$ cat config.mk
export PLATFORM = sky130hd
export DESIGN_NAME = spg_top
export DESIGN_NICKNAME = d
export VERILOG_FILES = /design/src/spg_pkg.sv /design/src/spg_divider.sv /design/src/spg_pulse_timer.sv /design/src/spg_top.sv
export SDC_FILE = /design/constraint.sdc
export NUM_CORES = 2
export LEC_CHECK = 0
export BUFFER_PORTS_ARGS = -buffer_cell sky130_fd_sc_hd__buf_2
export CELL_PAD_IN_SITES_DETAIL_PLACEMENT = 1
export CELL_PAD_IN_SITES_GLOBAL_PLACEMENT = 2
export CORE_UTILIZATION = 44
export CTS_BUF_LIST = sky130_fd_sc_hd__clkbuf_8 sky130_fd_sc_hd__clkbuf_16
export CTS_CLUSTER_SIZE = 14
export DETAILED_ROUTE_END_ITERATION = 12
export PLACE_DENSITY = 0.93
export SKIP_CTS_REPAIR_TIMING = 1
export SLEW_MARGIN = 20
export SYNTH_ARGS = -nofsm -noshare
export SYNTH_HDL_FRONTEND = slang
export SYNTH_HIERARCHICAL = 1
export SYNTH_SLANG_ARGS = --single-unit
$ cat constraint.sdc
create_clock -name clk -period 16.9 [get_ports clk]
set_input_delay 1.69 -clock clk [delete_from_list [all_inputs] [get_ports clk]]
set_output_delay 1.69 -clock clk [all_outputs]
set_load 0.01 [all_outputs]
$ cat src/spg_pkg.sv
// shared constants, register map and carrier types of the pulse generator
package spg_pkg;
    // data path and register port widths
    localparam int REG_W = 40;
    localparam int ADDR_W = 4;

    // register word addresses on the plain register port
    localparam logic [ADDR_W-1:0] ADDR_CTRL = 4'h0;
    localparam logic [ADDR_W-1:0] ADDR_FIRST_DELAY = 4'h1;
    localparam logic [ADDR_W-1:0] ADDR_SECOND_DELAY = 4'h2;
    localparam logic [ADDR_W-1:0] ADDR_PERIOD = 4'h3;
    localparam logic [ADDR_W-1:0] ADDR_WIDTH = 4'h4;
    localparam logic [ADDR_W-1:0] ADDR_MOD_FREQ = 4'h5;
    localparam logic [ADDR_W-1:0] ADDR_STATUS = 4'h6;
    localparam logic [ADDR_W-1:0] ADDR_MASK = 4'h7;
    localparam logic [ADDR_W-1:0] ADDR_ERROR = 4'h8;
    localparam logic [ADDR_W-1:0] ADDR_STATE = 4'h9;

    // control register fields
    localparam int CTRL_SECOND_EN = 0;
    localparam int CTRL_FREE_RUN = 1;

    // status and mask fields
    localparam int ST_W = 4;
    localparam int ST_CONFLICT = 0;
    localparam int ST_REJECT = 1;
    localparam int ST_RANGE = 2;
    localparam int ST_PERIOD = 3;

    // live state register fields
    localparam int STATE_PULSE = 0;
    localparam int STATE_DIV_BUSY = 1;
    localparam int STATE_CONFLICT = 2;

    // settings conflict error code, two's complement at register width
    localparam logic [REG_W-1:0] ERR_CONFLICT_CODE = REG_W'(-221);

    // timing clock
    localparam longint CLK_HZ = 200_000_000;
    localparam longint CLK_MHZ = 200;
    localparam longint NS_PER_US = 1000;
    localparam longint MS_PER_S = 1000;
    localparam longint MHZ_PER_HZ = 1000;

    // printed time limits
    localparam longint T_FIRST_DELAY_MIN_NS = 20;
    localparam longint T_SECOND_DELAY_MIN_NS = 60;
    localparam longint T_PERIOD_MIN_NS = 100;
    localparam longint T_WIDTH_MIN_NS = 20;
    localparam longint T_DELAY_MAX_MS = 1300;
    localparam longint T_PERIOD_MAX_MS = 85000;

    // reset times
    localparam longint T_RST_FIRST_DELAY_NS = 1000;
    localparam longint T_RST_SECOND_DELAY_NS = 5000;
    localparam longint T_RST_PERIOD_NS = 10000;
    localparam longint T_RST_WIDTH_NS = 1000;

    // least times round up to whole cycles
    function automatic longint ns_to_cyc_up(input longint ns);
        ns_to_cyc_up = (ns * CLK_MHZ + NS_PER_US - 1) / NS_PER_US;
    endfunction : ns_to_cyc_up

    // longest times round down to whole cycles
    function automatic longint ms_to_cyc_dn(input longint ms);
        ms_to_cyc_dn = ms * (CLK_HZ / MS_PER_S);
    endfunction : ms_to_cyc_dn

    localparam logic [REG_W-1:0] FIRST_DELAY_MIN_CYC = REG_W'(ns_to_cyc_up(T_FIRST_DELAY_MIN_NS));
    localparam logic [REG_W-1:0] SECOND_DELAY_MIN_CYC = REG_W'(ns_to_cyc_up(T_SECOND_DELAY_MIN_NS));
    localparam logic [REG_W-1:0] PERIOD_MIN_CYC = REG_W'(ns_to_cyc_up(T_PERIOD_MIN_NS));
    localparam logic [REG_W-1:0] WIDTH_MIN_CYC = REG_W'(ns_to_cyc_up(T_WIDTH_MIN_NS));
    localparam longint DELAY_MAX_CYC = ms_to_cyc_dn(T_DELAY_MAX_MS);
    localparam longint PERIOD_MAX_CYC = ms_to_cyc_dn(T_PERIOD_MAX_MS);

    localparam logic [REG_W-1:0] RST_FIRST_DELAY = REG_W'(ns_to_cyc_up(T_RST_FIRST_DELAY_NS));
    localparam logic [REG_W-1:0] RST_SECOND_DELAY = REG_W'(ns_to_cyc_up(T_RST_SECOND_DELAY_NS));
    localparam logic [REG_W-1:0] RST_PERIOD = REG_W'(ns_to_cyc_up(T_RST_PERIOD_NS));
    localparam logic [REG_W-1:0] RST_WIDTH = REG_W'(ns_to_cyc_up(T_RST_WIDTH_NS));

    // frequency in millihertz: f = FREQ_NUM / period_cycles
    localparam logic [REG_W-1:0] FREQ_NUM = REG_W'(CLK_HZ * MHZ_PER_HZ);
    localparam logic [REG_W-1:0] RST_MOD_FREQ = FREQ_NUM / RST_PERIOD;

    // divider job selection
    typedef enum logic [1:0] {
        SPG_DIV_IDLE = 2'b00,
        SPG_DIV_FREQ = 2'b01,
        SPG_DIV_PERIOD = 2'b10
    } spg_div_job_t;

    // timing set handed to the pulse timer
    typedef struct packed {
        logic [REG_W-1:0] period;
        logic [REG_W-1:0] first_delay;
        logic [REG_W-1:0] second_delay;
        logic [REG_W-1:0] width;
        logic second_en;
        logic free_run;
    } spg_timing_t;
endpackage : spg_pkg

$ cat src/spg_divider.sv
// sequential restoring divider, one quotient bit per clock
`timescale 1ns/1ps
module spg_divider #(
    parameter int W = 40
) (
    input wire logic clk,
    input wire logic rstn,
    input wire logic start,
    input wire logic [W-1:0] dividend,
    input wire logic [W-1:0] divisor,
    output logic busy,
    output logic done,
    output logic [W-1:0] quotient
);
    localparam int CW = $clog2(W + 1);
    logic [W:0] rem;
    logic [W-1:0] quo;
    logic [W-1:0] dvs;
    logic [CW-1:0] count;
    logic [W:0] trial;

    // trial subtraction of the shifted remainder
    assign trial = {rem[W-1:0], quo[W-1]} - {1'b0, dvs};

    // iterate W steps; a zero divisor yields all ones, which the caller rejects as out of range
    always_ff @(posedge clk or negedge rstn) begin
        if (!rstn) begin
            rem <= '0;
            quo <= '0;
            dvs <= '0;
            count <= '0;
            busy <= 1'b0;
            done <= 1'b0;
            quotient <= '0;
        end else begin
            done <= 1'b0;
            if (start && !busy) begin
                rem <= '0;
                quo <= dividend;
                dvs <= divisor;
                count <= CW'(W);
                busy <= 1'b1;
            end else if (busy) begin
                if (trial[W]) begin
                    rem <= {rem[W-1:0], quo[W-1]};
                    quo <= {quo[W-2:0], 1'b0};
                end else begin
                    rem <= trial;
                    quo <= {quo[W-2:0], 1'b1};
                end
                count <= count - 1'b1;
                if (count == CW'(1)) begin
                    busy <= 1'b0;
                    done <= 1'b1;
                    quotient <= trial[W] ? {quo[W-2:0], 1'b0} : {quo[W-2:0], 1'b1};
                end
            end
        end
    end
endmodule : spg_divider

$ cat src/spg_pulse_timer.sv
// period counter and pulse window logic
`timescale 1ns/1ps
module spg_pulse_timer (
    input wire logic clk,
    input wire logic rstn,
    input wire spg_pkg::spg_timing_t cfg,
    input wire logic trigger,
    output logic pulse_out,
    output logic period_start
);
    logic [spg_pkg::REG_W-1:0] cnt;
    logic [spg_pkg::REG_W-1:0] next_cnt;
    logic running;
    logic next_running;
    logic expire;
    logic start;

    // true while count c lies in the window [d, d+w)
    function automatic logic in_window(input logic [spg_pkg::REG_W-1:0] c,
                                       input logic [spg_pkg::REG_W-1:0] d,
                                       input logic [spg_pkg::REG_W-1:0] w);
        in_window = (c >= d) && ({1'b0, c} < ({1'b0, d} + {1'b0, w}));
    endfunction : in_window

    // a shortened period still ends: compare with >= not ==
    assign expire = running && (cnt >= cfg.period - 1'b1);
    assign start = cfg.free_run ? (!running || expire) : trigger;

    // next count position of the period
    always_comb begin
        next_cnt = cnt;
        next_running = running;
        if (start) begin
            next_cnt = '0;
            next_running = 1'b1;
        end else if (expire) begin
            next_running = 1'b0;
        end else if (running) begin
            next_cnt = cnt + 1'b1;
        end
    end

    // counter state
    always_ff @(posedge clk or negedge rstn) begin
        if (!rstn) begin
            cnt <= '0;
            running <= 1'b0;
            period_start <= 1'b0;
        end else begin
            cnt <= next_cnt;
            running <= next_running;
            period_start <= start;
        end
    end

    // pulse output; second pulse reuses the first pulse width
    always_ff @(posedge clk or negedge rstn) begin
        if (!rstn) begin
            pulse_out <= 1'b0;
        end else begin
            pulse_out <= next_running &&
                (in_window(next_cnt, cfg.first_delay, cfg.width) ||
                 (cfg.second_en && in_window(next_cnt, cfg.second_delay, cfg.width)));
        end
    end
endmodule : spg_pulse_timer

$ cat src/spg_top.sv
// single or double pulse generator with register port and interrupt
//
// Overview of operation
// - first pulse starts a programmed delay, 20 ns to 1.3 s, after period start.
// - with double pulse on, the effective first delay is forced to zero.
// - turning double pulse off restores the previously programmed first delay.
// - double pulse on emits a second pulse each period, same width as first.
// - second pulse starts its own programmed delay, 60 ns to 1.3 s, after period start.
// - the double pulse control bit turns the second pulse on or off, and with it the first delay lock.
// - while double pulse is on, first delay writes are rejected, delay stays zero.
// - double pulse with width above half of period minus second delay flags -221.
// - pulses repeat with a programmed period from 100 ns to 85 s.
// - period and modulation frequency are reciprocal; writing either updates the other.
// - each pulse stays active for a programmed width from 20 ns to 1.3 s.
//
// The address map and the address-and-strobe port are this design's own decisions.
`timescale 1ns/1ps
module spg_top #(
    parameter longint MAX_DELAY_CYC = spg_pkg::DELAY_MAX_CYC,
    parameter longint MAX_PERIOD_CYC = spg_pkg::PERIOD_MAX_CYC
) (
    input wire logic clk,
    input wire logic rstn,
    input wire logic [spg_pkg::ADDR_W-1:0] addr,
    input wire logic [spg_pkg::REG_W-1:0] wr_data,
    input wire logic wr_stb,
    input wire logic rd_stb,
    output logic [spg_pkg::REG_W-1:0] rd_data,
    input wire logic trigger,
    output logic pulse_out,
    output logic irq
);
    localparam logic [spg_pkg::REG_W-1:0] DELAY_MAX = spg_pkg::REG_W'(MAX_DELAY_CYC);
    localparam logic [spg_pkg::REG_W-1:0] PERIOD_MAX = spg_pkg::REG_W'(MAX_PERIOD_CYC);

    // programmed settings
    logic second_en;
    logic free_run;
    logic [spg_pkg::REG_W-1:0] first_pulse_delay;
    logic [spg_pkg::REG_W-1:0] second_pulse_delay;
    logic [spg_pkg::REG_W-1:0] pulse_period;
    logic [spg_pkg::REG_W-1:0] pulse_width;
    logic [spg_pkg::REG_W-1:0] internal_modulation_frequency;
    logic [spg_pkg::REG_W-1:0] pending_freq;
    logic [spg_pkg::ST_W-1:0] status;
    logic [spg_pkg::ST_W-1:0] mask;
    logic [spg_pkg::ST_W-1:0] st_set;
    logic [spg_pkg::ST_W-1:0] st_clr;
    spg_pkg::spg_div_job_t div_job;

    // divider and timer links
    logic div_start;
    logic [spg_pkg::REG_W-1:0] div_divisor;
    logic div_busy;
    logic div_done;
    logic [spg_pkg::REG_W-1:0] div_quotient;
    logic period_start;
    logic pulse_int;
    spg_pkg::spg_timing_t timing;

    // decoded accesses
    logic wr_ctrl;
    logic wr_first;
    logic wr_second;
    logic wr_period;
    logic wr_width;
    logic wr_freq;
    logic wr_mask;
    logic first_ok;
    logic second_ok;
    logic period_ok;
    logic width_ok;
    logic freq_ok;
    logic result_ok;
    logic conflict;
    logic reject;
    logic range_err;

    // inclusive range check shared by all timing writes
    function automatic logic in_range(input logic [spg_pkg::REG_W-1:0] v,
                                      input logic [spg_pkg::REG_W-1:0] lo,
                                      input logic [spg_pkg::REG_W-1:0] hi);
        in_range = (v >= lo) && (v <= hi);
    endfunction : in_range

    // write strobe decode
    assign wr_ctrl = wr_stb && (addr == spg_pkg::ADDR_CTRL);
    assign wr_first = wr_stb && (addr == spg_pkg::ADDR_FIRST_DELAY);
    assign wr_second = wr_stb && (addr == spg_pkg::ADDR_SECOND_DELAY);
    assign wr_period = wr_stb && (addr == spg_pkg::ADDR_PERIOD);
    assign wr_width = wr_stb && (addr == spg_pkg::ADDR_WIDTH);
    assign wr_freq = wr_stb && (addr == spg_pkg::ADDR_MOD_FREQ);
    assign wr_mask = wr_stb && (addr == spg_pkg::ADDR_MASK);

    // range checks of written values
    assign first_ok = in_range(wr_data, spg_pkg::FIRST_DELAY_MIN_CYC, DELAY_MAX);
    assign second_ok = in_range(wr_data, spg_pkg::SECOND_DELAY_MIN_CYC, DELAY_MAX);
    assign period_ok = in_range(wr_data, spg_pkg::PERIOD_MIN_CYC, PERIOD_MAX);
    assign width_ok = in_range(wr_data, spg_pkg::WIDTH_MIN_CYC, DELAY_MAX);
    assign freq_ok = (wr_data != '0);
    assign result_ok = in_range(div_quotient, spg_pkg::PERIOD_MIN_CYC, PERIOD_MAX);

    // refused writes: first delay locked in double mode, coupling busy, or out of range
    assign reject = (wr_first && second_en) ||
                    ((wr_period || wr_freq) && (div_busy || div_done));
    assign range_err = (wr_first && !second_en && !first_ok) ||
                       (wr_second && !second_ok) ||
                       (wr_period && !div_busy && !period_ok) ||
                       (wr_width && !width_ok) ||
                       (wr_freq && !div_busy && !freq_ok) ||
                       (div_done && div_job == spg_pkg::SPG_DIV_PERIOD && !result_ok);

    // width > (period - second delay) / 2, rearranged to avoid a negative difference
    assign conflict = second_en &&
        (({1'b0, pulse_width, 1'b0} + {2'b00, second_pulse_delay}) > {2'b00, pulse_period});

    // control bits; the stored first delay is never touched by double mode
    always_ff @(posedge clk or negedge rstn) begin
        if (!rstn) begin
            second_en <= 1'b0;
            free_run <= 1'b1;
        end else if (wr_ctrl) begin
            second_en <= wr_data[spg_pkg::CTRL_SECOND_EN];
            free_run <= wr_data[spg_pkg::CTRL_FREE_RUN];
        end
    end

    // first pulse delay; kept while locked so it returns when double mode ends
    always_ff @(posedge clk or negedge rstn) begin
        if (!rstn) begin
            first_pulse_delay <= spg_pkg::RST_FIRST_DELAY;
        end else if (wr_first && !second_en && first_ok) begin
            first_pulse_delay <= wr_data;
        end
    end

    // second pulse delay and common width
    always_ff @(posedge clk or negedge rstn) begin
        if (!rstn) begin
            second_pulse_delay <= spg_pkg::RST_SECOND_DELAY;
            pulse_width <= spg_pkg::RST_WIDTH;
        end else begin
            if (wr_second && second_ok) begin
                second_pulse_delay <= wr_data;
            end
            if (wr_width && width_ok) begin
                pulse_width <= wr_data;
            end
        end
    end

    // divider job launch; not in the done cycle, where the job tracker would drop the new job
    always_comb begin
        div_start = 1'b0;
        div_divisor = wr_data;
        if (!div_busy && !div_done && ((wr_period && period_ok) || (wr_freq && freq_ok))) begin
            div_start = 1'b1;
        end
    end

    // job tracking for the shared divider
    always_ff @(posedge clk or negedge rstn) begin
        if (!rstn) begin
            div_job <= spg_pkg::SPG_DIV_IDLE;
            pending_freq <= '0;
        end else begin
            case (div_job)
                spg_pkg::SPG_DIV_IDLE: begin
                    if (div_start && wr_period) begin
                        div_job <= spg_pkg::SPG_DIV_FREQ;
                    end else if (div_start) begin
                        div_job <= spg_pkg::SPG_DIV_PERIOD;
                        pending_freq <= wr_data;
                    end
                end
                spg_pkg::SPG_DIV_FREQ: begin
                    if (div_done) begin
                        div_job <= spg_pkg::SPG_DIV_IDLE;
                    end
                end
                spg_pkg::SPG_DIV_PERIOD: begin
                    if (div_done) begin
                        div_job <= spg_pkg::SPG_DIV_IDLE;
                    end
                end
                default: begin
                    div_job <= spg_pkg::SPG_DIV_IDLE;
                end
            endcase
        end
    end

    // period and frequency pair; a frequency giving an out-of-range period leaves both alone
    always_ff @(posedge clk or negedge rstn) begin
        if (!rstn) begin
            pulse_period <= spg_pkg::RST_PERIOD;
            internal_modulation_frequency <= spg_pkg::RST_MOD_FREQ;
        end else begin
            if (div_start && wr_period) begin
                pulse_period <= wr_data;
            end
            if (div_done && div_job == spg_pkg::SPG_DIV_FREQ) begin
                internal_modulation_frequency <= div_quotient;
            end
            if (div_done && div_job == spg_pkg::SPG_DIV_PERIOD && result_ok) begin
                pulse_period <= div_quotient;
                internal_modulation_frequency <= pending_freq;
            end
        end
    end

    spg_divider #(
        .W(spg_pkg::REG_W)
    ) u_div (
        .clk(clk),
        .rstn(rstn),
        .start(div_start),
        .dividend(spg_pkg::FREQ_NUM),
        .divisor(div_divisor),
        .busy(div_busy),
        .done(div_done),
        .quotient(div_quotient)
    );

    // timing set seen by the counter
    always_comb begin
        timing.period = pulse_period;
        timing.first_delay = second_en ? '0 : first_pulse_delay;
        timing.second_delay = second_pulse_delay;
        timing.width = pulse_width;
        timing.second_en = second_en;
        timing.free_run = free_run;
    end

    spg_pulse_timer u_timer (
        .clk(clk),
        .rstn(rstn),
        .cfg(timing),
        .trigger(trigger),
        .pulse_out(pulse_int),
        .period_start(period_start)
    );

    // event sources of the sticky status bits
    always_comb begin
        st_set = '0;
        st_set[spg_pkg::ST_CONFLICT] = conflict;
        st_set[spg_pkg::ST_REJECT] = reject;
        st_set[spg_pkg::ST_RANGE] = range_err;
        st_set[spg_pkg::ST_PERIOD] = period_start;
        st_clr = (rd_stb && addr == spg_pkg::ADDR_STATUS) ? '1 : '0;
    end

    // status clears on read, but an event in the same cycle wins
    always_ff @(posedge clk or negedge rstn) begin
        if (!rstn) begin
            status <= '0;
        end else begin
            status <= (status & ~st_clr) | st_set;
        end
    end

    // interrupt mask
    always_ff @(posedge clk or negedge rstn) begin
        if (!rstn) begin
            mask <= '0;
        end else if (wr_mask) begin
            mask <= wr_data[spg_pkg::ST_W-1:0];
        end
    end

    // level interrupt; one cycle behind the status bit it reflects
    always_ff @(posedge clk or negedge rstn) begin
        if (!rstn) begin
            irq <= 1'b0;
        end else begin
            irq <= |(status & mask);
        end
    end

    // pulse output retimed at the top for a clean flop-driven pin
    always_ff @(posedge clk or negedge rstn) begin
        if (!rstn) begin
            pulse_out <= 1'b0;
        end else begin
            pulse_out <= pulse_int;
        end
    end

    // read data valid the cycle after the strobe; unmapped reads return zero
    always_ff @(posedge clk or negedge rstn) begin
        if (!rstn) begin
            rd_data <= '0;
        end else if (rd_stb) begin
            case (addr)
                spg_pkg::ADDR_CTRL: begin
                    rd_data <= '0;
                    rd_data[spg_pkg::CTRL_SECOND_EN] <= second_en;
                    rd_data[spg_pkg::CTRL_FREE_RUN] <= free_run;
                end
                spg_pkg::ADDR_FIRST_DELAY: rd_data <= timing.first_delay;
                spg_pkg::ADDR_SECOND_DELAY: rd_data <= second_pulse_delay;
                spg_pkg::ADDR_PERIOD: rd_data <= pulse_period;
                spg_pkg::ADDR_WIDTH: rd_data <= pulse_width;
                spg_pkg::ADDR_MOD_FREQ: rd_data <= internal_modulation_frequency;
                spg_pkg::ADDR_STATUS: rd_data <= {{(spg_pkg::REG_W-spg_pkg::ST_W){1'b0}}, status};
                spg_pkg::ADDR_MASK: rd_data <= {{(spg_pkg::REG_W-spg_pkg::ST_W){1'b0}}, mask};
                spg_pkg::ADDR_ERROR: rd_data <= conflict ? spg_pkg::ERR_CONFLICT_CODE : '0;
                spg_pkg::ADDR_STATE: begin
                    rd_data <= '0;
                    rd_data[spg_pkg::STATE_PULSE] <= pulse_out;
                    rd_data[spg_pkg::STATE_DIV_BUSY] <= div_busy;
                    rd_data[spg_pkg::STATE_CONFLICT] <= conflict;
                end
                default: rd_data <= '0;
            endcase
        end else begin
            rd_data <= '0;
        end
    end
endmodule : spg_top

Yosys cells after proc, flatten, opt, wreduce, memory -nomap -nowiden
Index checks and enable logic that the tools add are counted.
{"block": "totals", "mem_count": 0, "wordCells": 171, "in_bits": 49, "ramBits": 0, "rom_bits": 0, "reg_bits": 505, "latchBits": 0, "output_inout_bits": 42}
{"block": "op_classes", "n_mul": 0, "eq_ne": 14, "reduce_logical": 72, "muxes": 34, "n_shift": 0, "order_cmp": 13, "div": 0, "n_addsub": 7, "bitwise_logic": 6}
{"op": "40-bit 2-to-1 mux", "count": 15}
{"op": "40-bit one-hot mux with 10 select lines", "count": 1}
{"op": "40-bit >= comparator", "count": 3}
{"op": "40-bit by 40-bit adder with 41-bit output", "count": 2}
{"op": "40-bit by 41-bit less-than comparator with 1-bit output", "count": 2}
{"op": "40-bit by 5-bit >= comparator with 1-bit output, second input constant", "count": 2}
{"op": "40-bit by 34-bit <= comparator with 1-bit output, second input constant", "count": 2}
{"op": "41-bit by 40-bit adder with 42-bit output", "count": 1}
{"op": "42-bit by 40-bit greater-than comparator with 1-bit output", "count": 1}
{"op": "1-bit logical AND", "count": 41}
{"op": "41-bit by 40-bit subtractor with 41-bit output", "count": 1}
{"op": "40-bit by 1-bit adder with 40-bit output, second input constant", "count": 1}
{"op": "40-bit by 3-bit >= comparator with 1-bit output, second input constant", "count": 1}
{"op": "40-bit by 4-bit >= comparator with 1-bit output, second input constant", "count": 1}
{"op": "40-bit by 28-bit <= comparator with 1-bit output, second input constant", "count": 1}
{"op": "40-bit nonzero test", "count": 1}
{"op": "40-bit by 1-bit subtractor with 40-bit output, second input constant", "count": 1}
{"op": "4-bit by 3-bit equality test with 1-bit output, second input constant", "count": 4}
{"op": "6-bit 2-to-1 mux", "count": 2}
{"op": "1-bit logical OR", "count": 11}
{"op": "1-bit 2-to-1 mux", "count": 11}
{"op": "1-bit zero test", "count": 9}
{"op": "4-bit AND", "count": 2}
{"op": "4-bit by 2-bit equality test with 1-bit output, second input constant", "count": 2}
{"op": "21 further kinds", "count": 28}

Depth between registers and ports, before layout
{"block": "logic_depth", "ltp_word": 11, "mapped_depth": 31, "mapped_depth_nobuf": 30}

Modules after synthesis
Netlist, hierarchy kept.
{"module": "spg_top", "area_per_inst_um2": 16669.7, "n_inst": 1, "seq_area_each_um2": 7395.8, "cells_each": 1630}
{"module": "spg_pulse_timer", "area_per_inst_um2": 11467.2, "n_inst": 1, "seq_area_each_um2": 1076.0, "cells_each": 1462}
{"module": "spg_divider", "area_per_inst_um2": 9416.5, "n_inst": 1, "seq_area_each_um2": 4204.0, "cells_each": 1047}

Least setup slack after synthesis
No wires, ideal clock.
{"block": "synth_path", "path_kind": "register to register", "startpoint": "register pulse_period[5] (netlist bit)", "endpoint": "register u_timer.pulse_out", "arrival_ns": 6.495, "slack_ns": 10.323, "setup_ns": 0.082, "n_path_buf": 1, "required_time_ns": 16.818, "period_less_slack_ns": 6.577, "stages_incl_launch_ff": 30, "cell_sequence": "dfrtp_1 nor4_2 nor4b_2 nand3_1 nor2_2 nand2_1 nor4_2 nand2_1 nor3_1 xnor2_1 ha_1 a21o_1 a21o_1 a21oi_1 o21a_1 o211ai_4 or4_1 buf_2 or3_1 a21oi_1 ha_1 a21o_1 a21o_1 a21oi_1 o21ai_0 a2111oi_0 nand3_1 or2_1 a32o_1 a31oi_1"}
{"block": "synth_between", "elab_chain_cells": 11, "elab_cells_between_ends": 18, "cone_classes": "1 x add/sub; 5 x order compare; 5 x mux; 7 x reduce/logical"}
{"item": "start: declaration", "line": "spg_top.sv:41", "text": "logic [spg_pkg::REG_W-1:0] pulse_period;"}
{"item": "start signal: assignment", "line": "spg_top.sv:196", "text": "pulse_period <= spg_pkg::RST_PERIOD;"}
{"item": "start signal: assignment", "line": "spg_top.sv:200", "text": "pulse_period <= wr_data;"}
{"item": "start signal: assignment", "line": "spg_top.sv:206", "text": "pulse_period <= div_quotient;"}
{"item": "40-bit by 1-bit subtractor with 40-bit output *", "line": "spg_pulse_timer.sv:26", "text": "assign expire = running && (cnt >= cfg.period - 1'b1);"}
{"item": "40-bit >= comparator *", "line": "spg_pulse_timer.sv:26"}
{"item": "1-bit logical AND *", "line": "spg_pulse_timer.sv:26"}
{"item": "1-bit logical OR", "line": "spg_pulse_timer.sv:27", "text": "assign start = cfg.free_run ? (!running || expire) : trigger;"}
{"item": "1-bit 2-to-1 mux", "line": "spg_pulse_timer.sv:27"}
{"item": "40-bit 2-to-1 mux *", "line": "spg_pulse_timer.sv:33", "text": "if (start) begin"}
{"item": "via u_timer.next_cnt (one bit)", "line": "spg_pulse_timer.sv:12", "text": "logic [spg_pkg::REG_W-1:0] next_cnt;"}
{"item": "40-bit by 41-bit less-than comparator with 1-bit output / 40-bit >= comparator (equally long branches)", "line": "spg_pulse_timer.sv:22", "text": "in_window = (c >= d) && ({1'b0, c} < ({1'b0, d} + {1'b0, w}));"}
{"item": "1-bit logical AND", "line": "spg_pulse_timer.sv:22"}
{"item": "1-bit logical AND", "line": "spg_pulse_timer.sv:63", "text": "(cfg.second_en && in_window(next_cnt, cfg.second_delay, cfg.width)));"}
{"item": "1-bit logical OR *", "line": "spg_pulse_timer.sv:62", "text": "(in_window(next_cnt, cfg.first_delay, cfg.width) ||"}
{"item": "1-bit logical AND *", "line": "spg_pulse_timer.sv:61", "text": "pulse_out <= next_running &&"}
{"item": "end signal: assignment", "line": "spg_pulse_timer.sv:61"}
{"item": "end: declaration", "line": "spg_pulse_timer.sv:8", "text": "output logic pulse_out,"}
Mark *: on every way through the listed nets, which the timed path passes. The rest lies on a longest branch.
A chain may end at the register's enable or synchronous reset.

Worst setup path in the final report
{"block": "layout_path", "startpoint": "register pulse_period[3] (netlist bit)", "endpoint": "register u_timer.pulse_out"}
The elaborated chain is that of the path after synthesis.

==> metrics.sh <==
STATUS='completed'
CTS-ROOT-BUF='clkbuf_16'
FINAL-SETUP-VIOL-COUNT=0
LAYOUT_CELLS_SIZED_ABOVE_1_PCT=11.4
WORSTPATHMAXFANOUT=15
CLOCK_INSERTION_DELAY_AT_THE_LATER_PIN_OF_THE_SKEW_REPORT_NS=0.65
PORT-BUFFER-COUNT=90
TOTALNEGATIVESETUPSLACK_NS=0
SEQ_AREA_UM2=12700
SLOWEST_CELL_ON_CRIT_PATH='or4_1'
PATH_BUF_INV=0
DRTANTENNAVIOLNETS=0
CRITICAL_PATH_ARRIVAL_NS=8.63
GRT_PASS1_VIAS=33600
LARGEST_NET_DEGREE_AT_THE_START_OF_GLOBAL_ROUTING=82
P_COMB_SHARE_PCT=41.4
GLOBAL_ROUTE.USAGE.MET2_PCT=48.3
DETAIL_ROUTE.WL_PER_CELL_UM=24.3
FINALCRITPERIODSHARE_PCT=47.7
GRT_ANTENNA_BEFORE_REPAIR=1
GR-TOTAL-OVERFLOW=0
DR_TOTAL_VIAS=32600
GRT_UTIL_ALL_LAYERS_PCT=30.1
MOST_HEAVILY_USED_METAL_LAYER_IN_GLOBAL_ROUTING='met2'
POWER.NET_SWITCHING_W=0.00220
SYN_AVG_CELL_AREA_UM2=9.07
USE_MET3_PCT=2.97
VIA_DENSITY_PER_INSTANCE=6.07
SYNTH_SEQUENTIAL_AREA_RATIO_PCT=33.8
GLOBAL_ROUTE_WIRE_LENGTH_BEFORE_REPAIR_UM=202000
PATH_DELAY_FAMILY='simple AND/OR/NAND/NOR gates'
POST-ROUTE-DRC-COUNT=0
CRITICAL_PATH.MAX_STAGE_DELAY_NS=0.74
MOST_FREQUENT_CELL_ON_THE_CRITICAL_PATH='a21o_1'
CTS_NUM_SINKS=505
TIMING.CRITICAL_PATH.REQUIRED_NS=17.46
ROWS=106
PRE_CTS_SLACK_NS=8.99
DETAIL_ROUTE.FIRST_PASS.ITERATIONS=5
SYNTHARSTFLOPSHARE_PCT=100
GLOBAL_ROUTE.USAGE.MET1_PCT=42.2
INTERNAL_POWER_COMPONENT_W=0.00324
IRDROPWORSTVDD_V=0.000140
DRT_FIRST_ITER_VIOLATIONS=2031
RSZ_0062_RAISED_AFTER_GLOBAL_ROUTING='no'
TOTAL_POWER_W=0.00544
POST_SYNTHESIS_REGISTER_BIT_COUNT=505
CLK_PIN_SLEW_NS=0.06
MAIN_SYNTH_FF_TYPE='dfrtp_1'
SYN_AREA_UM2=37600
PLACE_CONGESTION=0.921
NUM-NETS-FINAL=4641
FINALWORSTPATHREQUIREDPERIOD_NS=8.07
FINAL.SETUP.WORST_SLACK_NS=8.83
MAX_SLEW_MARGIN_PCT=30.3
DIEAREA_UM2=86500
POWERDENSITY_nW_PER_UM2=132
PATH_CLASS='register to register'
DESIGN.CORE.AREA_UM2=84100
P_LEAK_nW=19.9
AREA_OF_THE_MULTI_INPUT_GATES_UM2=23400
CTS-BUFFERS-INSERTED=61
NUMBER_OF_SYNTHESIZED_FLOPS_WITH_AN_ENABLE_PIN=0
HTREEDEPTH=2
FINALHOLDVIOLATIONS=0
FINAL_CORE_UTILIZATION_PCT=49.0
DETAIL_ROUTE.WIRELENGTH_UM=130000
HOLD_PATH_CLASS='register to register'
POSTPLACECELLAREA_UM2=39100
DRV.MAX_CAP_VIOLATION_COUNT=0
TIGHTESTPINTRANSITION_NS=1.04
CRITPATHLAUNCHTYPE='register'
SYNTH.DISTINCT_CELLS=119
IOS=91
CTSLONGESTPATHBUFFERS=3
NUM-FILL-CELLS=9810
SHARE_OF_POWER_BURNED_IN_REGISTERS_PCT=32.9
POSTSYNTHCELLCOUNT=4139
DIE_X_UM=294
FINISH.INSTANCE_AREA_UM2=41200
TRITONCTS='yes'
YOSYSWARNINGS=6
SLEW_VIOLATIONS=0
P_SW_SHARE_PCT=40.4
HPWLAFTERDP_UM=99500
FINCLKSKEW_NS=0.0263
AREAGROWTHSYNTHTOFINISH_PCT=9.71
MAX_FREQ_MHz=124
SETUP.WORST_PATH.END_CLASS='register'
FLOORPLAN.DIE.HEIGHT_UM=294
P_CLK_SHARE_PCT=25.7
START_UTIL_PCT=44.7
## per-stage QoR
step	cells	hold WS, ns
final	5372	0.481
after floorplan	4177	0.331
after global routing	5371	0.503
after global placement	5255	0.455
after detailed placement	5255	0.464
after CTS	5371	0.481
## worst register-to-register path: cells and delay by family (launching register included)
family / cells / cell delay [ns]
AOI/OAI and AO/OA: 13 / 2.99
xor gates and xnor gates: 1 / 0.16
adders and majority gates: 2 / 0.61
DFF: 1 / 0.46
and+or+nand+nor: 12 / 3.75
## kinds of logic after synthesis
logic type               count (synthesis)  synth area share (%)
buffers and inverters                  410                  4.60
multiplexers                           254                  7.22
adder cells (fa/ha/maj)                408                  13.7
AO/OA/AOI/OAI                         1114                  19.7
AND/OR/NAND/NOR                       1241                  16.2
other                                    2                0.0200
XOR/XNOR                               205                  4.80
flip-flops                             505                  33.8
## metal layers
metal | share of wire (%) | wire length [um]
met2 | 46 | 59700
met3 | 4.9 | 6340
met5 | 0.013 | 17
met1 | 46 | 59800
met4 | 3.5 | 4620
## power groups by stage
stage                     logic [W]  clock network (W)  registers (W)
after CTS                   0.00225            0.00142        0.00178
after global routing        0.00250            0.00146        0.00182
after global placement      0.00215                  0        0.00178
after floorplan             0.00172                  0        0.00168
final                       0.00225            0.00140        0.00179
after detailed placement    0.00222                  0        0.00180
## cell usage after synthesis (all sizes together) (7+ instances only)
| library cell | n | area [um^2] |
|---|---|---|
| a211oi | 25 | 188 |
| o21a | 30 | 225 |
| nor3 | 111 | 566 |
| or4 | 12 | 93.8 |
| mux2 | 134 | 1510 |
| and3 | 35 | 219 |
| nor4 | 38 | 265 |
| ha | 404 | 5050 |
| a211o | 8 | 70.1 |
| dfrtp | 474 | 11900 |
| a21boi | 12 | 90.1 |
| or3 | 22 | 138 |
| xnor2 | 128 | 1120 |
| o21bai | 60 | 450 |
| nand4 | 79 | 524 |
| nand3 | 78 | 408 |
| inv | 231 | 867 |
| o221ai | 9 | 78.8 |
| o21ai | 262 | 1330 |
| nand2 | 453 | 1700 |
| a21oi | 282 | 1420 |
| and2 | 23 | 144 |
| o41ai | 7 | 98.8 |
| a221oi | 14 | 153 |
| o31ai | 16 | 125 |
| o211ai | 25 | 201 |
| a21o | 136 | 1020 |
| buf | 52 | 335 |
| o22ai | 38 | 375 |
| xor2 | 77 | 682 |
| nand2b | 40 | 250 |
| and4 | 12 | 108 |
| nor2 | 209 | 790 |
| nor2b | 86 | 538 |
| a2111oi | 12 | 143 |
| a221o | 8 | 80.1 |
| clkbuf | 121 | 469 |
| a22oi | 80 | 601 |
| dfstp | 31 | 815 |
| or2 | 15 | 93.8 |
| mux2i | 120 | 1200 |
| a31oi | 37 | 250 |
## worst paths after layout
kind	from	to	slack, ns	depth (start not counted)
min	pending_freq[17]$_DFFE_PN0P_	internal_modulation_frequency[17]$_DFFE_PN0P_	0.48	2
min in group asynchronous	rstn	u_div/rem[5]$_DFFE_PN0P_	0.99	1
max in group asynchronous	rstn	pulse_width[34]$_DFFE_PN0P_	13.13	4
min reg2reg	pending_freq[17]$_DFFE_PN0P_	internal_modulation_frequency[17]$_DFFE_PN0P_	0.48	2
max reg2reg	pulse_period[3]$_DFFE_PN0P_	u_timer/pulse_out$_DFF_PN0_	8.83	28
max	pulse_period[3]$_DFFE_PN0P_	u_timer/pulse_out$_DFF_PN0_	8.83	28
## layout by cell type (no fill, tap or decap), types with 12 or more instances in the layout
cell | netlist | final
a211oi_1 | 25 | 25
a21boi_0 | 12 | 12
a21o_1 | 134 | 134
a21oi_1 | 280 | 279
a22oi_1 | 80 | 80
a31oi_1 | 34 | 34
and2_1 | 23 | 23
and3_1 | 35 | 33
buf_2 | 25 | 89
buf_4 | 4 | 32
clkbuf_16 | 0 | 62
clkbuf_8 | 1 | 13
conb_1 | 2 | 40
dfrtp_1 | 474 | 473
dfstp_2 | 31 | 31
ha_1 | 404 | 404
inv_1 | 231 | 245
mux2_2 | 132 | 132
mux2i_1 | 120 | 120
nand2_1 | 452 | 451
nand2b_1 | 40 | 40
nand3_1 | 76 | 75
nand4_1 | 77 | 77
nor2_1 | 207 | 204
nor2b_1 | 86 | 86
nor3_1 | 109 | 106
nor4_1 | 35 | 35
o211ai_1 | 24 | 24
o21a_1 | 30 | 30
o21ai_0 | 253 | 253
o21bai_1 | 60 | 60
o22ai_1 | 16 | 16
o22ai_2 | 22 | 22
o31ai_1 | 15 | 15
or3_1 | 22 | 22
xnor2_1 | 128 | 128
xor2_1 | 76 | 76
## sequential cells by signal, summed over array words and instances, names as in the netlist, 2 cells and up
name	count
second_pulse_delay	40
internal_modulation_frequency	40
u_div/rem	40
first_pulse_delay	40
pending_freq	40
u_timer/cnt	40
rd_data	40
u_div/quo	40
pulse_width	40
pulse_period	40
u_div/dvs	40
div_job	2
u_div/count	6
mask	4
u_div/quotient	40
status	4
## final cells by class
class | instances | area share (%)
Timing Repair Buffer | 122 | 1.70
Sequential cell | 505 | 30.8
Multi-Input combinational cell | 3262 | 56.8
Inverter | 232 | 2.11
Antenna cell | 1 | 0.00607
Clock inverter | 41 | 1.00
Tap cell | 1134 | 3.44
Clock buffer | 75 | 4.20
Power figures use the tool's default switching activity.
